**src/rtl/sac_pkg.sv**
```systemverilog
// What this block does
// - Busy low from start until result latched
// - Power-down refuses starts, keeps stored result
// - Select and strobe ORed; either may fall first
// - Busy returns high after conversion, tracking resumes
// - First result after power-up is meaningless
// - Clock-source low internal clock, high external
// - Internal mode shifts previous result MSB first
// - Internal mode emits exactly sixteen clock pulses
// - Internal bit stable over both clock edges
// - After LSB data shows tag from start
// - Internal clock held low after sixteenth pulse
// - External mode reads previous or current result
// - Frame marker always continuous, optional when gated
// - External bit valid falling to next rising
// - Frame marker one external period at read
// - Strobe rise with select low starts read
// - Tag appears 16 or 17 periods later
package sac_pkg;
  localparam int CLK_NS      = 40;    // ref_clk period
  localparam int START_NS    = 50;    // Least start strobe width
  localparam int START_CYC   = (START_NS + CLK_NS - 1) / CLK_NS;
  localparam int RES_BITS    = 16;    // Result width
  localparam int CONV_CYC_DEF = 200;  // Default conversion length
  localparam int INT_DIV_DEF  = 4;    // Default cycles per clock phase
  localparam int FIFO_DEPTH  = 4;     // Result buffer depth
  localparam logic [15:0] HELD_RST = 16'h0000; // Stored result at reset
  // Synchroniser bit positions
  localparam int PIN_CS  = 0;
  localparam int PIN_RC  = 1;
  localparam int PIN_PD  = 2;
  localparam int PIN_EXT = 3;
  localparam int PIN_CLK = 4;
  localparam int PIN_TAG = 5;
  localparam int PIN_N   = 6;
  // Conversion sequencer states
  typedef enum logic [3:0] {
    ST_IDLE  = 4'h1,
    ST_CONV  = 4'h2,
    ST_DONE  = 4'h4,
    ST_LATCH = 4'h8
  } sac_conv_type;
endpackage

```
**src/rtl/sac_fifo_if.sv**
```systemverilog
`timescale 1ns/10ps
// Result path between sequencer and buffer
interface sac_fifo_if #(
  parameter int WIDTH = 16
);
  logic             inValid;  // Result offered
  logic             inReady;  // Buffer can take it
  logic [WIDTH-1:0] inData;   // Result word
  logic             outValid; // Word available
  logic             outReady; // Shifter can take it
  logic [WIDTH-1:0] outData;  // Oldest word
  modport fill (output inValid, inData, outReady, input inReady, outValid, outData);
  modport store (input inValid, inData, outReady, output inReady, outValid, outData);
endinterface

```
**src/rtl/sac_adc_top.sv**
```systemverilog
`timescale 1ns/10ps
// Conversion control and serial readout
module sac_adc_top #(
  parameter int CONV_CYC = sac_pkg::CONV_CYC_DEF, // Conversion length in cycles
  parameter int INT_DIV  = sac_pkg::INT_DIV_DEF,  // Cycles per internal clock phase
  parameter int DEPTH    = sac_pkg::FIFO_DEPTH    // Result buffer depth
) (
  input  wire logic        ref_clk,
  input  wire logic        nrst,
  input  wire logic        selectN,
  input  wire logic        readConvert,
  input  wire logic        powerDownInput,
  input  wire logic        clockSourceSelect,
  input  wire logic        serialShiftClockIn,
  input  wire logic        chainTag,
  input  wire logic [15:0] sampleCode,
  output logic             busyN,
  output logic             serialData,
  output logic             serialShiftClockOut,
  output logic             serialShiftClockOeN,
  output logic             frameMarker
);
  localparam int NB = sac_pkg::RES_BITS;

  // State of the block outside the result buffer
  typedef struct packed {
    logic [sac_pkg::PIN_N-1:0] syncA;    // First synchroniser stage
    logic [sac_pkg::PIN_N-1:0] syncB;    // Second synchroniser stage
    logic                      csPrev;   // Select one cycle ago
    logic                      rcPrev;   // Strobe one cycle ago
    logic                      extPrev;  // External clock one cycle ago
    sac_pkg::sac_conv_type     state;    // Conversion sequencer
    logic                      armQ;     // Start rearmed by release
    logic [1:0]                startCnt; // Start low cycles seen
    logic [15:0]               convCnt;  // Conversion timer
    logic                      busyN;    // Busy output
    logic [NB-1:0]             heldQ;    // Latest latched result
    logic [NB-1:0]             sr;       // Output shift register
    logic                      tagQ;     // Tag at conversion start
    logic                      dataQ;    // Serial data output
    logic                      intClk;   // Internal shift clock
    logic [7:0]                divCnt;   // Rate divider
    logic                      intActive;// Internal readout running
    logic [1:0]                phase;    // Bit phase
    logic [4:0]                bitCnt;   // Bit counter
    logic                      extActive;// External readout running
    logic [4:0]                extCnt;   // External rising edges seen
    logic                      markArm;  // Marker enabled by clock
    logic                      markOn;   // Marker used this read
    logic                      frame;    // Frame marker output
    logic [4:0]                pulseCnt; // Internal pulses this readout
  } sac_top_state_type;

  sac_top_state_type q;
  sac_top_state_type d;

  sac_fifo_if #(.WIDTH(NB)) rbuf ();

  logic [sac_pkg::PIN_N-1:0] pinsRaw; // Raw asynchronous pins
  logic csS;       // Synchronised select
  logic rcS;       // Synchronised strobe
  logic pdS;       // Synchronised power-down
  logic extModeS;  // Synchronised clock source
  logic extClkS;   // Synchronised external clock
  logic tagS;      // Synchronised tag
  logic orLow;     // ORed start term is low
  logic extRise;   // External clock rising
  logic extFall;   // External clock falling
  logic tick;      // Internal rate enable
  logic readStart; // External read begins
  logic popGo;     // Result moves into stored register
  logic [4:0] extLast; // Last edge index of a read

  // Result buffer
  sac_fifo #(
    .WIDTH(NB),
    .DEPTH(DEPTH)
  ) u_fifo (
    .ref_clk(ref_clk),
    .nrst   (nrst),
    .port   (rbuf.store)
  );

  // Pins gathered for synchronising
  assign pinsRaw = {chainTag, serialShiftClockIn, clockSourceSelect,
                    powerDownInput, readConvert, selectN};
  assign csS      = q.syncB[sac_pkg::PIN_CS];
  assign rcS      = q.syncB[sac_pkg::PIN_RC];
  assign pdS      = q.syncB[sac_pkg::PIN_PD];
  assign extModeS = q.syncB[sac_pkg::PIN_EXT];
  assign extClkS  = q.syncB[sac_pkg::PIN_CLK];
  assign tagS     = q.syncB[sac_pkg::PIN_TAG];

  // Select and strobe ORed: start when both low
  assign orLow   = !(csS || rcS);
  assign extRise = extClkS && !q.extPrev;
  assign extFall = !extClkS && q.extPrev;
  assign tick    = (q.divCnt == 8'(INT_DIV - 1));
  assign extLast = 5'(NB) + {4'h0, q.markOn};

  // Strobe rise with select low, or select fall with strobe high
  assign readStart = extModeS && !q.extActive &&
                     ((rcS && !q.rcPrev && !csS) || (!csS && q.csPrev && rcS));

  // Buffer handshakes
  assign rbuf.inValid  = (q.state == sac_pkg::ST_DONE);
  assign rbuf.inData   = sampleCode;
  assign rbuf.outReady = !q.intActive && !q.extActive; // Never reload mid-shift
  assign popGo         = rbuf.outValid && rbuf.outReady;

  // Outputs
  assign busyN               = q.busyN;
  assign serialData          = q.dataQ;
  assign serialShiftClockOut = q.intClk;
  assign serialShiftClockOeN = extModeS;
  assign frameMarker         = q.frame;

  // Next state
  always_comb begin
    d = q;
    d.syncA   = pinsRaw;
    d.syncB   = q.syncA;
    d.csPrev  = csS;
    d.rcPrev  = rcS;
    d.extPrev = extClkS;

    // Stored result taken from the buffer, untouched otherwise
    if (popGo) begin
      d.heldQ = rbuf.outData;
    end

    // Internal readout: load, rise, fall per bit
    if (q.intActive) begin
      d.divCnt = tick ? 8'h00 : q.divCnt + 8'h01;
      if (tick) begin
        unique case (q.phase)
          2'h0: begin
            if (q.bitCnt == 5'(NB)) begin
              // Tag waits one phase so the LSB still stands at the last fall
              d.intActive = 1'b0;
              d.dataQ     = q.tagQ;
            end else begin
              // New bit while clock is low
              d.dataQ = q.sr[NB-1];
              d.sr    = {q.sr[NB-2:0], q.tagQ};
              d.phase = 2'h1;
            end
          end
          2'h1: begin
            // Rising edge in the middle of the bit
            d.intClk   = 1'b1;
            d.pulseCnt = q.pulseCnt + 5'h01;
            d.phase    = 2'h2;
          end
          2'h2: begin
            // Falling edge, bit still held
            d.intClk = 1'b0;
            d.phase  = 2'h0;
            d.bitCnt = q.bitCnt + 5'h01;
          end
          default: begin
            d.phase = 2'h0;
          end
        endcase
      end
    end

    // Clock edges arm the marker between reads
    if (extModeS && !q.extActive && (extRise || extFall) && (csS || orLow)) begin
      d.markArm = 1'b1;
    end

    // External readout
    if (readStart) begin
      d.extActive = 1'b1;
      d.sr        = q.heldQ;
      d.extCnt    = 5'h00;
      d.markOn    = q.markArm;
      d.markArm   = 1'b0;
      d.frame     = 1'b0;
    end else if (q.extActive) begin
      if (csS) begin
        // Select high ends the read
        d.extActive = 1'b0;
        d.frame     = 1'b0;
      end else if (extRise) begin
        d.extCnt = q.extCnt + 5'h01;
        if (q.markOn && q.extCnt == 5'h00) begin
          d.frame = 1'b1;
        end else begin
          // Output changes only after a rising edge
          d.frame = 1'b0;
          d.dataQ = q.sr[NB-1];
          d.sr    = {q.sr[NB-2:0], tagS};
          if (q.extCnt == extLast) begin
            d.extActive = 1'b0;
          end
        end
      end
    end

    // Release of the start term rearms
    if (!orLow) begin
      d.armQ = 1'b1;
    end

    // Conversion sequencer
    unique case (q.state)
      sac_pkg::ST_IDLE: begin
        if (!orLow || pdS || !q.armQ) begin
          d.startCnt = 2'h0;
        end else if (q.startCnt == 2'(sac_pkg::START_CYC - 1)) begin
          // Start held long enough
          d.state    = sac_pkg::ST_CONV;
          d.busyN    = 1'b0;
          d.armQ     = 1'b0;
          d.startCnt = 2'h0;
          d.convCnt  = 16'h0000;
          d.tagQ     = tagS;
          if (!extModeS) begin
            d.intActive = 1'b1;
            d.sr        = q.heldQ;
            d.phase     = 2'h0;
            d.bitCnt    = 5'h00;
            d.divCnt    = 8'h00;
            d.pulseCnt  = 5'h00;
          end
        end else begin
          d.startCnt = q.startCnt + 2'h1;
        end
      end
      sac_pkg::ST_CONV: begin
        // Conversion timer
        if (q.convCnt == 16'(CONV_CYC - 1)) begin
          d.state = sac_pkg::ST_DONE;
        end else begin
          d.convCnt = q.convCnt + 16'h0001;
        end
      end
      sac_pkg::ST_DONE: begin
        // Offer result; stall while the buffer is full
        if (rbuf.inReady) begin
          d.state = sac_pkg::ST_LATCH;
        end
      end
      sac_pkg::ST_LATCH: begin
        // Busy ends once the result is in the stored register
        if (popGo) begin
          d.state = sac_pkg::ST_IDLE;
          d.busyN = 1'b1;
        end
      end
      default: begin
        d.state = sac_pkg::ST_IDLE;
        d.busyN = 1'b1;
      end
    endcase
  end

  // State register
  always_ff @(posedge ref_clk) begin
    if (!nrst) begin
      q       <= '0;
      q.state <= sac_pkg::ST_IDLE;
      q.busyN <= 1'b1;
      q.heldQ <= sac_pkg::HELD_RST;
    end else begin
      q <= d;
    end
  end

  // Busy falls the cycle after a start is taken
  a_busy_start: assert property (
    @(posedge ref_clk) disable iff (!nrst)
    (q.state == sac_pkg::ST_IDLE && d.state == sac_pkg::ST_CONV) |=> !busyN
  ) else $error("busy did not fall at conversion start");

  // Busy stays low while converting or latching
  a_busy_hold: assert property (
    @(posedge ref_clk) disable iff (!nrst)
    (q.state != sac_pkg::ST_IDLE) |-> !busyN
  ) else $error("busy high before result latched");

  // No start while powered down
  a_pd_block: assert property (
    @(posedge ref_clk) disable iff (!nrst)
    (pdS && q.state == sac_pkg::ST_IDLE) |=> (q.state == sac_pkg::ST_IDLE && busyN)
  ) else $error("conversion started in power-down");

  // Start needs the ORed term low for two cycles
  a_start_qual: assert property (
    @(posedge ref_clk) disable iff (!nrst)
    $fell(busyN) |-> ($past(orLow) && $past(orLow, 2))
  ) else $error("start taken without qualified strobe");

  // Busy returns only from the latch state
  a_busy_release: assert property (
    @(posedge ref_clk) disable iff (!nrst)
    $rose(busyN) |-> ($past(q.state) == sac_pkg::ST_LATCH && $past(popGo))
  ) else $error("busy released without latching");

  // Sixteen internal pulses per readout
  a_pulse_count: assert property (
    @(posedge ref_clk) disable iff (!nrst)
    $fell(q.intActive) |-> (q.pulseCnt == 5'(NB))
  ) else $error("internal pulse count wrong");

  // Internal bit steady from rise through fall
  a_bit_stable: assert property (
    @(posedge ref_clk) disable iff (!nrst)
    (q.intActive && q.intClk) |=> $stable(q.dataQ)
  ) else $error("data moved while internal clock high");

  // Tag shown after the last bit
  a_tag_after: assert property (
    @(posedge ref_clk) disable iff (!nrst)
    $fell(q.intActive) |-> (q.dataQ == q.tagQ)
  ) else $error("data is not the start tag after readout");

  // Internal clock idles low
  a_clk_idle: assert property (
    @(posedge ref_clk) disable iff (!nrst)
    !q.intActive |-> !q.intClk
  ) else $error("internal clock not low between readouts");

  // External data only moves on rising edges
  a_ext_stable: assert property (
    @(posedge ref_clk) disable iff (!nrst)
    (q.extActive && extModeS && !extRise && !readStart) |=> $stable(q.dataQ)
  ) else $error("external data changed without rising edge");

  // Marker lasts at least to the next rising edge
  a_frame_width: assert property (
    @(posedge ref_clk) disable iff (!nrst)
    (q.frame && q.extActive && !extRise && !csS) |=> q.frame
  ) else $error("frame marker shorter than one period");

  // Readout pin driven whenever internal readout runs
  a_oe_mode: assert property (
    @(posedge ref_clk) disable iff (!nrst)
    q.intActive |-> !serialShiftClockOeN
  ) else $error("internal clock pin not driven");
endmodule

```
**src/rtl/sac_fifo.sv**
```systemverilog
`timescale 1ns/10ps
// Small result buffer in flip-flops
module sac_fifo #(
  parameter int WIDTH = 16,
  parameter int DEPTH = 4
) (
  input wire logic ref_clk,
  input wire logic nrst,
  sac_fifo_if.store port
);
  localparam int AW = (DEPTH > 1) ? $clog2(DEPTH) : 1;
  typedef struct packed {
    logic [DEPTH-1:0][WIDTH-1:0] mem; // Storage
    logic [AW-1:0]               wr;  // Write index
    logic [AW-1:0]               rd;  // Read index
    logic [AW:0]                 cnt; // Fill level
  } sac_fifo_state_type;
  sac_fifo_state_type q;
  sac_fifo_state_type d;
  logic push;
  logic pop;
  // Honest flags from the fill level
  assign port.inReady  = (q.cnt != (AW+1)'(DEPTH));
  assign port.outValid = (q.cnt != '0);
  assign port.outData  = q.mem[q.rd];
  assign push = port.inValid && port.inReady;
  assign pop  = port.outValid && port.outReady;
  // Next state
  always_comb begin
    d = q;
    if (push) begin
      d.mem[q.wr] = port.inData;
      d.wr = (q.wr == AW'(DEPTH-1)) ? '0 : q.wr + 1'b1;
    end
    if (pop) begin
      d.rd = (q.rd == AW'(DEPTH-1)) ? '0 : q.rd + 1'b1;
    end
    // Both at once keep the level
    if (push && !pop) begin
      d.cnt = q.cnt + 1'b1;
    end else if (pop && !push) begin
      d.cnt = q.cnt - 1'b1;
    end
  end
  // State register
  always_ff @(posedge ref_clk) begin
    if (!nrst) begin
      q <= '0;
    end else begin
      q <= d;
    end
  end
endmodule

```
**config.mk**
```make
export PLATFORM = sky130hd
export DESIGN_NAME = sac_adc_top
export DESIGN_NICKNAME = d
export VERILOG_FILES = /design/src/rtl/sac_pkg.sv /design/src/rtl/sac_fifo_if.sv /design/src/rtl/sac_adc_top.sv /design/src/rtl/sac_fifo.sv
export SDC_FILE = /design/constraint.sdc
export NUM_CORES = 1
export LEC_CHECK = 0
export BUFFER_PORTS_ARGS = -buffer_cell sky130_fd_sc_hd__buf_4
export CAP_MARGIN = 15
export CORE_MARGIN = 4
export CORE_UTILIZATION = 45
export CTS_CLUSTER_DIAMETER = 40
export CTS_CLUSTER_SIZE = 40
export DETAILED_ROUTE_END_ITERATION = 8
export HOLD_SLACK_MARGIN = 0.03
export SLEW_MARGIN = 20
export SYNTH_ARGS = -nofsm -noshare
export SYNTH_HDL_FRONTEND = slang
export SYNTH_SLANG_ARGS = --single-unit
```
**constraint.sdc**
```tcl
create_clock -name ref_clk -period 8 [get_ports ref_clk]
set_input_delay 0.8 -clock ref_clk [delete_from_list [all_inputs] [get_ports ref_clk]]
set_output_delay 0.8 -clock ref_clk [all_outputs]
set_load 0.05 [all_outputs]
```
==> results.tsv <==
metric	value	unit
routability cong.	0.764	
post-layout util	0.522	
Area contributors post-synth	dfxtp_1, mux2i_1, nor2_1	
largest net degree at the start of global routing	109	
Worst R2R Path Depth	5	
Root Driver	clkbuf_16	
FF-to-FF Start	q[22]	
CTS Sinks	170	
via-per-instance ratio	5.39	
skew final	9.03	ps
Comb pwr share	0.094	
layout cells sized above 1	0.132	
Post-Synthesis Cell Area	0.00740	mm2
setup TNS	0	ps
die area	0.0186	mm2
asr flop ratio synth	0	
GRT overflow	0	
Max Clk Rate	0.336	GHz
Starting Density	0.462	
Post-Synth Simple-Gate Area	0.191	
Slew Viols, Final	0	
Die W	136	um
CP max-delay cell	nor4bb_1	
Synth Warn #	0	
post-synthesis compound-gate area fraction	0.107	
WL per Instance	14.8	um
post-synth cell types	61	
Worst-path clk slew	60	ps
Clk Latency, worst-skew pair	430	ps
minimum clock period	2970	ps
r2r setup slk	5030	ps
worst vdd ir	153	uV
Hold-fix buffers, CTS	0	
CP Max Fanout	16	
vias in the first global route	5420	
Max H-tree Level	4	
initial DRC count	292	
Worst Setup Start Kind	flop	
RSZ-0062 raised after global routing	false	
Worst Tran Pin Value	1020	ps
nets@finish	824	
hold path start	d[96]	
Area growth syn-to-layout	12.8	%
sw frac	0.251	
post-synthesis mux area share	0.149	
Tcrit/Tclk final	0.372	
syn avg cell area	9.57	um2
die height	136	um
Post-synth EDFFs	0	
worst path required time	8300	ps
final hold violation count	0	
xor and xnor area share after synthesis	0.0249	
area of the core	0.0160	mm2
Net Sw Power	464	uW
largest family of logic cells by synthesized area	simple AND/OR/NAND/NOR gates	
post-CTS setup buffers	0	
worst min-delay path class	flop to flop	
DRC	0	
CTS Buffer Depth	2	
post-CTS sizing	0	
GRT Util Overall	0.172	
worst setup margin	5030	ps
Detailed Routing Iterations Pass 1	5	
Worst Hold End	d[89]	
vias	5455	
Power per Cell Area	221	mW/mm2
ys flop type	dfxtp_1	
Setup CP Type	flop to flop	
Synth area leader	dfxtp_1	
most frequent cells in the layout	dfxtp_1, nor2_1, mux2i_1	
post-synthesis cell count	773	
number of diodes	0	
flops & latches, synth	170	
Boundary Pins	29	
Mapped Nets	814	
hold path cells	1	
fillcell total	1491	
Clk network pwr share	0.424	
CTS tree	yes	
Reg power frac	0.482	
Adder-Cell Fraction of Synth Area	0.0298	
Detailed Route WL	15.0	mm
outcome	complete, no violations	
pre-CTS worst setup slack	5070	ps
max-cap violations	0	
top cell type's share of synthesized area	0.460	
Critical Path Max Stage Delay	870	ps
worst relative slew slack	0.321	
post-route ant nets	0	
reg2reg end	q[33]	
commonest non-fill, non-tap cell in the layout	dfxtp_1	
DP HPWL	9.73	mm
Internal	1380	uW
first-pass GRT wire length	25.8	mm
CP arrival	3270	ps
row cnt	46	
Leak Pwr	0.00347	uW
Crit. End Element	flop	
initial antenna violation count	0	
Final Setup Violations	0	
I/O Buffers	28	
total CTS buffers	17	
CP Cell Sequence	ha_1, nor4bb_1, nand4_1, mux2i_1, o221ai_1	
sequential area share after synthesis	0.460	
## cells in the mapped netlist (3+ instances only)
library cell and count:
o21ai_0 25, a311oi_1 8, buf_2 6, or4b_1 3, ha_1 16, mux4_2 16
nor3_1 6, nand2b_1 4, inv_1 21, o31ai_1 4, nand4_1 14, dfxtp_1 170
clkbuf_1 37, xnor2_1 7, a21oi_1 53, and2_1 15, nor2_1 110, mux2i_1 73
nand2_1 57, nor4_1 5, nand3_1 34, or3_1 12, a311oi_2 9, and3_1 6
xor2_1 14
## worst max path at each step
stage / from / end / slack, ps / cells past startpoint
4_1_cts: q[22] / q[47] / 5030 / 5
6_report: q[22] / q[33] / 5030 / 5
5_1_grt: q[22] / q[33] / 4700 / 5
2_1_floorplan: u_fifo.q[0] / u_fifo.q[2] / 5410 / 11
3_5_place_dp: q[22] / q[33] / 5070 / 5
3_3_place_gp: q[22] / q[33] / 5220 / 5
## critical path, delay by kind of cell, from the launching register on
family / cells / cell delay [ps]
compound gates: 1 / 150
fa+ha+maj: 1 / 270
flops: 1 / 410
simple gates: 2 / 1660
mux: 1 / 350
## layout make-up
class / instances / area (um2) / share of cell area
inverter: 22 / 83.8 / 0.0100
tap: 216 / 270 / 0.0324
clock inverter: 11 / 95.1 / 0.0114
multi-input combinational: 534 / 3740 / 0.448
clock buffer: 21 / 470 / 0.0564
timing repair buffer: 38 / 289 / 0.0346
sequential: 170 / 3400 / 0.408
## sequential cells by signal, indices dropped and copies added (netlist names)
register,cells
busyN,1
csS,1
d,8
frameMarker,1
pdS,1
q,84
serialData,1
serialShiftClockOeN,1
serialShiftClockOut,1
u_fifo.q,71
## stage by stage
step,total power [uW],hold WS (ps),cells,area (um2)
5_1_grt,1930,463,1012,8350
2_1_floorplan,1030,412,773,7400
6_report,1850,439,1012,8350
3_5_place_dp,1080,421,980,7770
4_1_cts,1870,445,1012,8340
3_3_place_gp,1080,423,980,7770
## per-layer routing
metal / track usage / vias up / share of wire
met5: 0 / - / 0
met1: 0.227 / 2598 / 0.49
met3: 0.0452 / 11 / 0.034
met4: 0.0554 / 0 / 0.0091
li1: - / 2762 / -
met2: 0.276 / 84 / 0.46
## logic make-up after synthesis
logic type | count (synthesis)
xor+xnor | 21
mux | 90
flops | 170
compound gates | 118
fa+ha+maj | 17
buf+inv | 69
simple gates | 288
## power by group through the flow
| stage | registers (uW) | clock network (uW) | logic, uW |
|---|---|---|---|
| 2_1_floorplan | 891 | 0 | 140 |
| 3_3_place_gp | 908 | 0 | 169 |
| 3_5_place_dp | 909 | 0 | 176 |
| 4_1_cts | 890 | 799 | 177 |
| 5_1_grt | 893 | 843 | 196 |
| 6_report | 890 | 783 | 173 |
Power figures use the tool's default switching activity.
